## config.mk

```make
export PLATFORM = sky130hd
export DESIGN_NAME = explicit_receive_frame_builder
export DESIGN_NICKNAME = d
export VERILOG_FILES = /design/src/include/rx_frame_pkg.sv /design/src/rtl/explicit_receive_frame_builder.sv
export SDC_FILE = /design/constraint.sdc
export NUM_CORES = 1
export LEC_CHECK = 0
export BUFFER_PORTS_ARGS = -buffer_cell sky130_fd_sc_hd__buf_2
export CAP_MARGIN = 5
export CORE_MARGIN = 2
export CORE_UTILIZATION = 25
export DETAILED_ROUTE_END_ITERATION = 8
export GPL_TIMING_DRIVEN = 0
export PLACE_DENSITY = 0.4
export SYNTH_ARGS = -nofsm -noshare
export SYNTH_HDL_FRONTEND = slang
export SYNTH_SLANG_ARGS = --single-unit
```

## constraint.sdc

```tcl
create_clock -name hclk -period 7.7 [get_ports hclk]
set_input_delay 0 -clock hclk [delete_from_list [all_inputs] [get_ports hclk]]
set_output_delay 0 -clock hclk [all_outputs]
set_load 0.01 [all_outputs]
```

## src/include/rx_frame_pkg.sv

```systemverilog
// Constants, register map and header carrier for the explicit receive frame builder.
// Assumes one AHB-Lite master and a byte sink on the same clock.
// Summary of operation
// Data packet frames go out only when output options bit 1 is set.
// Every frame starts with a one-byte start marker at offset 0.
// Length at offsets 1-2 counts bytes after length, before checksum.
// Byte at offset 3 is the frame type code 0x91.
// Sender 64-bit long address occupies offsets 4 through 11.
// Sender 16-bit short address occupies offsets 12 and 13.
// Source endpoint at offset 14, destination endpoint at offset 15.
// Cluster identifier at offset 16, profile identifier at offset 18.
// Options byte at 20: 0x01 acknowledged, 0x02 broadcast, 0x04 all-network broadcast.
// Options 0x10 marks secure session, 0x20 application-layer encryption.
// Options bits 7:6 give delivery method; 00 invalid, 01, 10, 11 valid.
// Option flags combine freely; host decodes each bit alone.
// Option flags describe packets using vendor endpoints 0xDC to 0xEE.
// Payload bytes start at offset 21 and end before the checksum.
// Checksum is 0xFF minus low byte of sum from offset 3 onward.
// Same frame type also carries device-object command responses.
// Device-object responses go out only when output options bit 0 is set.
// Device-object payload little-endian; all other multi-byte fields big-endian.
// Start marker is 0x7E; bytes sent unescaped, back to back, no gaps.
// Host hunts start marker, reads length, checks checksum, drops bad frames.
package rx_frame_pkg;

  localparam logic [31:0] OPTIONS_OFS   = 32'h0000_0000;
  localparam logic [31:0] LONG_HI_OFS   = 32'h0000_0004;
  localparam logic [31:0] LONG_LO_OFS   = 32'h0000_0008;
  localparam logic [31:0] SHORT_OFS     = 32'h0000_000C;
  localparam logic [31:0] ENDPOINT_OFS  = 32'h0000_0010;
  localparam logic [31:0] CLUSTER_OFS   = 32'h0000_0014;
  localparam logic [31:0] RXOPT_OFS     = 32'h0000_0018;
  localparam logic [31:0] PAYLOAD_OFS   = 32'h0000_001C;
  localparam logic [31:0] COMMAND_OFS   = 32'h0000_0020;
  localparam logic [31:0] STATUS_OFS    = 32'h0000_0024;
  localparam logic [31:0] COUNTS_OFS    = 32'h0000_0028;

  localparam int CMD_GO_BIT     = 0;
  localparam int CMD_DEVOBJ_BIT = 1;
  localparam int CMD_CLEAR_BIT  = 2;
  localparam int OPT_DEVOBJ_BIT = 0;
  localparam int OPT_DATA_BIT   = 1;

  localparam logic [7:0]  START_MARKER   = 8'h7E;
  localparam logic [7:0]  FRAME_TYPE     = 8'h91;
  localparam logic [7:0]  CHECKSUM_BASE  = 8'hFF;
  localparam logic [7:0]  VENDOR_EP_LO   = 8'hDC;
  localparam logic [7:0]  VENDOR_EP_HI   = 8'hEE;
  localparam logic [15:0] HEADER_LEN     = 16'h0012;
  localparam logic [15:0] TYPE_POS       = 16'h0003;
  localparam logic [15:0] OPTIONS_POS    = 16'h0014;
  localparam logic [15:0] PAYLOAD_POS    = 16'h0015;
  localparam logic [1:0]  OPTIONS_RESET  = 2'h0;

  typedef struct packed {
    logic [63:0] long_addr;
    logic [15:0] short_addr;
    logic [7:0]  src_ep;
    logic [7:0]  dst_ep;
    logic [15:0] cluster;
    logic [15:0] profile;
    logic [7:0]  options;
  } header_type;

endpackage : rx_frame_pkg

```

## src/rtl/explicit_receive_frame_builder.sv

```systemverilog
// Explicit receive frame builder: AHB-Lite register slave and byte stream framer.
// Assumes a zero-wait AHB-Lite master and a byte sink with valid/ready on hclk.
//
// The AHB-Lite slave port and the address map are this design's own decisions.
module explicit_receive_frame_builder
  import rx_frame_pkg::*;
#(
  parameter int DEPTH = 64
) (
  input  wire logic        hclk,
  input  wire logic        hresetn,
  input  wire logic        hsel,
  input  wire logic [31:0] haddr,
  input  wire logic [1:0]  htrans,
  input  wire logic        hwrite,
  input  wire logic [2:0]  hsize,
  input  wire logic [31:0] hwdata,
  input  wire logic        hready,
  output logic             hreadyout,
  output logic             hresp,
  output logic [31:0]      hrdata,
  output logic [7:0]       tx_data,
  output logic             tx_valid,
  input  wire logic        tx_ready,
  output logic             frame_busy
);

  localparam int IW = $clog2(DEPTH + 1);
  localparam int AW = (DEPTH > 1) ? $clog2(DEPTH) : 1;

  // Length field is 16 bits, so header plus payload must fit
  if (DEPTH < 1 || DEPTH > 65535 - 18) begin : g_depth_check
    $error("DEPTH out of range");
  end

  header_type      hdr_q;
  logic [1:0]      out_opt_q;
  logic [7:0]      buf_q [DEPTH];
  logic [IW-1:0]   count_q;
  logic            overflow_q;
  logic [15:0]     sent_q;
  logic [15:0]     suppressed_q;
  logic            wr_q;
  logic [31:0]     addr_q;
  logic [31:0]     hrdata_q;
  logic [7:0]      tx_data_q;
  logic            tx_valid_q;
  logic [15:0]     pos_q;
  logic [7:0]      sum_q;

  logic            addr_phase;
  logic            wr_now;
  logic            go_req;
  logic            go_ok;
  logic            advance;
  logic [15:0]     len_w;
  logic [15:0]     last_pos;
  logic [15:0]     next_pos;
  logic [7:0]      next_byte;
  logic [7:0]      pay_byte;
  logic [15:0]     pay_idx;

  function automatic logic in_vendor_range(input logic [7:0] ep);
    in_vendor_range = (ep >= VENDOR_EP_LO) && (ep <= VENDOR_EP_HI);
  endfunction : in_vendor_range

  // Big-endian placement of every header field
  function automatic logic [7:0] frame_byte(input logic [15:0] p,
                                            input header_type h,
                                            input logic [15:0] len,
                                            input logic [7:0] pay,
                                            input logic [7:0] sum,
                                            input logic [15:0] last);
    logic [7:0] b;
    b = 8'h00;
    if (p == last) begin
      b = CHECKSUM_BASE - sum;
    end else if (p >= PAYLOAD_POS) begin
      b = pay;
    end else begin
      unique case (p[4:0])
        5'h00:   b = START_MARKER;
        5'h01:   b = len[15:8];
        5'h02:   b = len[7:0];
        5'h03:   b = FRAME_TYPE;
        5'h04:   b = h.long_addr[63:56];
        5'h05:   b = h.long_addr[55:48];
        5'h06:   b = h.long_addr[47:40];
        5'h07:   b = h.long_addr[39:32];
        5'h08:   b = h.long_addr[31:24];
        5'h09:   b = h.long_addr[23:16];
        5'h0A:   b = h.long_addr[15:8];
        5'h0B:   b = h.long_addr[7:0];
        5'h0C:   b = h.short_addr[15:8];
        5'h0D:   b = h.short_addr[7:0];
        5'h0E:   b = h.src_ep;
        5'h0F:   b = h.dst_ep;
        5'h10:   b = h.cluster[15:8];
        5'h11:   b = h.cluster[7:0];
        5'h12:   b = h.profile[15:8];
        5'h13:   b = h.profile[7:0];
        default: b = h.options;
      endcase
    end
    frame_byte = b;
  endfunction : frame_byte

  // Bus slave: zero wait states, always OKAY
  assign hreadyout  = 1'b1;
  assign hresp      = 1'b0;
  assign hrdata     = hrdata_q;
  assign addr_phase = hsel && htrans[1] && hready;
  assign wr_now     = wr_q;

  always_ff @(posedge hclk or negedge hresetn) begin
    if (!hresetn) begin
      wr_q   <= 1'b0;
      addr_q <= 32'h0000_0000;
    end else begin
      wr_q <= 1'b0;
      if (addr_phase) begin
        wr_q   <= hwrite;
        addr_q <= haddr;
      end
    end
  end

  always_ff @(posedge hclk or negedge hresetn) begin
    if (!hresetn) begin
      hrdata_q <= 32'h0000_0000;
    end else if (addr_phase && !hwrite) begin
      unique case (haddr)
        OPTIONS_OFS:  hrdata_q <= {30'h0000_0000, out_opt_q};
        LONG_HI_OFS:  hrdata_q <= hdr_q.long_addr[63:32];
        LONG_LO_OFS:  hrdata_q <= hdr_q.long_addr[31:0];
        SHORT_OFS:    hrdata_q <= {16'h0000, hdr_q.short_addr};
        ENDPOINT_OFS: hrdata_q <= {16'h0000, hdr_q.src_ep, hdr_q.dst_ep};
        CLUSTER_OFS:  hrdata_q <= {hdr_q.cluster, hdr_q.profile};
        RXOPT_OFS:    hrdata_q <= {24'h00_0000, hdr_q.options};
        PAYLOAD_OFS:  hrdata_q <= 32'(count_q);
        STATUS_OFS:   hrdata_q <= {27'h000_0000,
                                   hdr_q.options[7:6] == 2'b00,
                                   in_vendor_range(hdr_q.src_ep),
                                   in_vendor_range(hdr_q.dst_ep),
                                   overflow_q, tx_valid_q};
        COUNTS_OFS:   hrdata_q <= {suppressed_q, sent_q};
        default:      hrdata_q <= 32'h0000_0000;
      endcase
    end
  end

  // Output options setting
  always_ff @(posedge hclk or negedge hresetn) begin
    if (!hresetn) begin
      out_opt_q <= OPTIONS_RESET;
    end else if (wr_now && addr_q == OPTIONS_OFS) begin
      out_opt_q <= hwdata[1:0];
    end
  end

  // Header fields, frozen while a frame is on the wire
  always_ff @(posedge hclk or negedge hresetn) begin
    if (!hresetn) begin
      hdr_q <= '0;
    end else if (wr_now && !tx_valid_q) begin
      unique case (addr_q)
        LONG_HI_OFS:  hdr_q.long_addr[63:32] <= hwdata;
        LONG_LO_OFS:  hdr_q.long_addr[31:0]  <= hwdata;
        SHORT_OFS:    hdr_q.short_addr       <= hwdata[15:0];
        ENDPOINT_OFS: {hdr_q.src_ep, hdr_q.dst_ep} <= hwdata[15:0];
        CLUSTER_OFS:  {hdr_q.cluster, hdr_q.profile} <= hwdata;
        RXOPT_OFS:    hdr_q.options          <= hwdata[7:0];
        default:      hdr_q <= hdr_q;
      endcase
    end
  end

  // Payload store, appended one byte per write
  always_ff @(posedge hclk) begin
    if (wr_now && !tx_valid_q && addr_q == PAYLOAD_OFS && count_q < IW'(DEPTH)) begin
      buf_q[count_q[AW-1:0]] <= hwdata[7:0];
    end
  end

  always_ff @(posedge hclk or negedge hresetn) begin
    if (!hresetn) begin
      count_q    <= '0;
      overflow_q <= 1'b0;
    end else if (wr_now && !tx_valid_q) begin
      if (addr_q == COMMAND_OFS && hwdata[CMD_CLEAR_BIT]) begin
        count_q    <= '0;
        overflow_q <= 1'b0;
      end else if (addr_q == PAYLOAD_OFS) begin
        if (count_q < IW'(DEPTH)) begin
          count_q <= count_q + IW'(1);
        end else begin
          overflow_q <= 1'b1;
        end
      end
    end
  end

  // Frame request and gating by output options
  assign go_req = wr_now && !tx_valid_q && addr_q == COMMAND_OFS && hwdata[CMD_GO_BIT]
                  && !hwdata[CMD_CLEAR_BIT];
  assign go_ok  = go_req && (hwdata[CMD_DEVOBJ_BIT] ? out_opt_q[OPT_DEVOBJ_BIT]
                                                    : out_opt_q[OPT_DATA_BIT]);

  always_ff @(posedge hclk or negedge hresetn) begin
    if (!hresetn) begin
      sent_q       <= 16'h0000;
      suppressed_q <= 16'h0000;
    end else if (go_req) begin
      if (go_ok) begin
        sent_q <= sent_q + 16'h0001;
      end else begin
        suppressed_q <= suppressed_q + 16'h0001;
      end
    end
  end

  // Byte stream
  assign len_w     = HEADER_LEN + 16'(count_q);
  assign last_pos  = len_w + TYPE_POS;
  assign advance   = tx_valid_q && tx_ready;
  assign next_pos  = pos_q + 16'h0001;
  assign pay_idx   = next_pos - PAYLOAD_POS;
  assign pay_byte  = (pay_idx < 16'(DEPTH)) ? buf_q[pay_idx[AW-1:0]] : 8'h00;
  assign next_byte = frame_byte(next_pos, hdr_q, len_w, pay_byte, sum_q, last_pos);

  always_ff @(posedge hclk or negedge hresetn) begin
    if (!hresetn) begin
      tx_valid_q <= 1'b0;
      tx_data_q  <= 8'h00;
      pos_q      <= 16'h0000;
      sum_q      <= 8'h00;
    end else if (go_ok) begin
      tx_valid_q <= 1'b1;
      tx_data_q  <= START_MARKER;
      pos_q      <= 16'h0000;
      sum_q      <= 8'h00;
    end else if (advance) begin
      if (pos_q == last_pos) begin
        tx_valid_q <= 1'b0;
      end else begin
        tx_data_q <= next_byte;
        pos_q     <= next_pos;
        if (next_pos >= TYPE_POS && next_pos != last_pos) begin
          sum_q <= sum_q + next_byte;
        end
      end
    end
  end

  assign tx_data    = tx_data_q;
  assign tx_valid   = tx_valid_q;
  assign frame_busy = tx_valid_q;

  start_marker_a: assert property (@(posedge hclk) disable iff (!hresetn)
    go_ok |=> tx_valid && tx_data == 8'h7E && pos_q == 16'h0000)
    else $error("frame did not open with start marker");

  gate_data_a: assert property (@(posedge hclk) disable iff (!hresetn)
    go_req && !hwdata[1] && !out_opt_q[1] |=> !tx_valid)
    else $error("data frame sent while disabled");

  gate_devobj_a: assert property (@(posedge hclk) disable iff (!hresetn)
    go_req && hwdata[1] && !out_opt_q[0] |=> !tx_valid)
    else $error("device-object frame sent while disabled");

  length_field_a: assert property (@(posedge hclk) disable iff (!hresetn)
    tx_valid && pos_q == 16'h0002 |-> {$past(tx_data, 1), tx_data} == 16'(count_q) + 16'h0012
      || !$past(tx_ready))
    else $error("length field wrong");

  frame_type_a: assert property (@(posedge hclk) disable iff (!hresetn)
    tx_valid && pos_q == 16'h0003 |-> tx_data == 8'h91)
    else $error("frame type wrong");

  options_byte_a: assert property (@(posedge hclk) disable iff (!hresetn)
    tx_valid && pos_q == 16'h0014 |-> tx_data == hdr_q.options)
    else $error("options byte wrong");

  payload_first_a: assert property (@(posedge hclk) disable iff (!hresetn)
    tx_valid && pos_q == 16'h0015 && count_q != '0 |-> tx_data == buf_q[0])
    else $error("payload not at offset 21");

  checksum_a: assert property (@(posedge hclk) disable iff (!hresetn)
    tx_valid && pos_q == last_pos |-> 8'(tx_data + sum_q) == 8'hFF)
    else $error("checksum wrong");

  hold_byte_a: assert property (@(posedge hclk) disable iff (!hresetn)
    tx_valid && !tx_ready |=> tx_valid && $stable(tx_data) && $stable(pos_q))
    else $error("byte dropped under back-pressure");

  no_gap_a: assert property (@(posedge hclk) disable iff (!hresetn)
    tx_valid && tx_ready && pos_q != last_pos |=> tx_valid && pos_q == $past(pos_q) + 16'h0001)
    else $error("gap inside frame");

  end_frame_a: assert property (@(posedge hclk) disable iff (!hresetn)
    tx_valid && tx_ready && pos_q == last_pos |=> !tx_valid)
    else $error("frame overran its length");

endmodule : explicit_receive_frame_builder

```

==> metrics.md <==
| Metric | Value |
|---|---|
| Cell taking the most area after synthesis | `edfxtp_1` |
| WL met1 | `between 50000 and 60000 µm` |
| CP endpoint kind | `register` |
| Fraction of layout cells with a size suffix above 1 | `25.14%` |
| Crit Path Class | `register to register` |
| Main combinational cell family by area after synthesis | `multiplexers` |
| Largest net degree at the start of global routing | `112` |
| Worst slew pin tran | `1.333 ns` |
| Sequential-to-total area share from yosys stat | `63.52%` |
| Max-cap violations | `0` |
| Top Layer Used | `met4` |
| Top FF cell, synth | `edfxtp_1` |
| DR iter-0 viols | `1915` |
| Hold WC Path Type | `input pin to register` |
| Port-buffer cells | `111` |
| Sink Count | `~800` |
| Worst Setup Start Kind | `register` |
| Yosys cell types | `93` |
| Die Area | `around 0.14 mm²` |
| Root buf cell | `clkbuf_16` |
| # DRC | `0` |
| Critical Path RT | `between 8 and 9 ns` |
| H-tree depth | `3` |
| Fin crit share | `93.60%` |
| Met3 Routed Length | `~6400 µm` |
| Final Wtd Congestion | `0.9547` |
| Async SR Flop Fraction | `a little over a third` |
| Compound-Gate Fraction of Synth Area | `8.057%` |
| Worst slew margin | `10.88%` |
| RSZ-0062 raised after global routing | `no` |
| Wire per inst | `26.38 µm` |
| Final setup vio count | `0` |
| Final setup skew | `roughly 0.053 ns` |
| Post-Synth XOR/XNOR Area | `2.026%` |
| CP max FO | `10` |
| Core Area | `0.1394 mm²` |
| Die X | `378.6 µm` |
| Cell area after synthesis | `0.03508 mm²` |
| Nets | `2681` |
| CTS Buf Count | `between 90 and 100` |
| Top-count cell post-synth | `edfxtp_1` |
| EDFF count, synth | `512` |
| Global-route wire length before repair | `between 150000 and 200000 µm` |
| Fin Setup TNS | `0 ns` |
| Total Routing Usage GR | `~17%` |
| CTS clk-pin slew, worst paths | `approximately 0.060 ns` |
| Slew Limit Fails | `0` |
| Final Hold Viols | `0` |
| Die height | `378.6 µm` |
| DR WL met2 | `between 50000 and 60000 µm` |
| Via-per-instance ratio | `about 5.0` |
| Number of global-route vias before repair | `22.52k` |
| Final worst path period need | `around 7.2 ns` |
| Mapped Avg Cell Area | `15.23 µm²` |
| Initial core utilization | `25.17%` |
| Synth warnings | `0` |
| Synth top cells by count | `edfxtp_1, dfrtp_1, mux2_2` |
| Worst-Skew Late Latency | `0.72 ns` |
| Routed Antenna Nets | `0` |
| Post-synthesis adder-cell area fraction | `0.7704%` |
| Pwr dens | `218.8 mW/mm²` |
| CTS tree | `done` |
| Area contributors post-synth | `edfxtp_1, dfrtp_1, mux4_2` |
| Max VDD drop | `0.1505 mV` |
| Power Total | `9146 µW` |
| Status | `finished, final reports clean` |
| Total number of vias | `around 23k` |
| Leakage Power | `0.01489 µW` |
| WL final | `119700 µm` |
| Pre-antenna DRT Iters | `8` |
| Synth top area share | `43.83%` |
| Setup Buffers After CTS | `0` |
| Area Overhead vs Synth | `19.13%` |
| Yosys reg bits | `approximately 800` |
| FP Rows | `137` |
| Achievable Freq | `0.1388 GHz` |
| Longest Clk Path Bufs | `3` |
| Critical path data arrival time | `7.81 ns` |
| Synthesized instance count | `2304` |
| Total grt overflow | `0` |
| Synth Net Count | `2400` |
| Simple-Gate Fraction of Synth Area | `6.909%` |
| Initial antenna violation count | `2` |
| Io pins | `119` |
| DP Wirelength | `83740 µm` |
| # diodes | `0` |
| Portion of netlist area occupied by mux cells | `between 10% and 20%` |
## placed cells by master (no fill, tap or decap), types with 15 or more instances in the layout
master         count
mux2_2           174
nor2b_1           15
nand3_1           53
clkbuf_16         92
nand2_1          121
nor2_1           170
a22o_1            25
dfrtp_1          276
o21ai_0           66
xor2_1            23
clkinv_1          20
xnor2_1           55
inv_1             24
edfxtp_1         512
mux4_2           157
a21o_1            16
buf_4             21
nand4_1           23
a22oi_1           61
a31oi_1           15
nor4_1            18
ha_1              20
nor3_1            23
a222oi_1          18
clkbuf_1          83
mux2i_1           30
clkinv_2          18
buf_2            145
dlygate4sd3_1     70
a221oi_1          37
a21oi_1           35
## state kept, by name, summed over array words and instances (netlist names)
name,count
overflow_q,1
sum_q,8
pos_q,16
suppressed_q,16
hdr_q,136
addr_q,32
hrdata,32
count_q,7
out_opt_q,2
wr_now,1
buf_q,512
sent_q,16
frame_busy,1
tx_data,8
## power breakdown
group	internal, µW	total, µW	switching, µW
clock network	2470	4300	1830
registers	4570	4610	47.4
logic	96.1	233	137
## metrics by stage
step	instance area, µm²	hold slack (ns)	utilization [%]	std cells	worst slack, ns
finish	41790	0.08428	29.99	4537	0.4929
global route	41790	0.05288	29.99	4537	0.1491
CTS	41690	0.01977	29.91	4529	0.1922
detailed placement	38080	0.01222	27.33	4296	0.2180
global placement	37980	0.2520	27.26	4291	0.3201
floorplan	35080	-0.2956	-	2304	2.769
## what timing repair did
item	CTS	global route
hold buffers	64	7
endpoints found under the setup margin	0	1
resized for setup	0	9
hold endpoints to repair	401	403
## worst max-delay path: stages (launching register included)
cell and delay [ns]:
dfrtp_1 0.53, inv_1 0.20, ha_1 0.33, nor2_1 0.28, buf_2 0.44, buf_2 0.42
clkbuf_1 0.81, mux4_2 0.47, mux4_2 0.56, mux2i_1 0.32, mux2i_1 0.26, a21oi_1 0.35
nand2_1 0.11, o21a_1 0.12, ha_1 0.26, a21o_1 0.19, a21oi_1 0.24, o21bai_1 0.10
a21oi_1 0.25, nor2b_1 0.07, o21ai_0 0.16, nand2b_1 0.09, and3_1 0.21, nor3b_2 0.19
a2bb2oi_2 0.14
## cells by family after synthesis
group                    count (synthesis)
flip-flops                             788
AND/OR/NAND/NOR                        505
AO/OA/AOI/OAI                          384
multiplexers                           362
buffers and inverters                  163
XOR/XNOR                                79
adder cells (fa/ha/maj)                 21
other                                    2
## per-layer routing
layer | up-vias | GRT usage [%]
met5 | - | 0
met1 | 11930 | 23.32
met2 | 758 | 26.19
met4 | 0 | 4.886
met3 | 181 | 2.614
li1 | 9659 | -
## layout make-up
| class | count | area, µm² |
|---|---|---|
| Fill cell | 13940 | 97570 |
| Sequential cell | 788 | 22280 |
| Multi-Input combinational cell | 1353 | 12050 |
| Clock buffer | 112 | 2407 |
| Tap cell | 1876 | 2347 |
| Timing Repair Buffer | 188 | 1409 |
| Buffer | 138 | 663.1 |
| Clock inverter | 57 | 540.5 |
| Inverter | 25 | 93.84 |
## path summary, 6_finish.rpt
kind,endpoint,from,cells after the start,slack [ns]
setup / recovery,sum_q[7],pos_q[0],24,0.49
hold / removal,addr_q[25],haddr[25],3,0.08
setup reg to reg,sum_q[7],pos_q[0],24,0.49
hold reg to reg,sent_q[15],sent_q[15],1,0.47
max in group asynchronous,addr_q[7],hresetn,4,6.65
min in group asynchronous,sum_q[2],hresetn,4,0.51
Note: power is estimated with default switching activity, not from simulation.
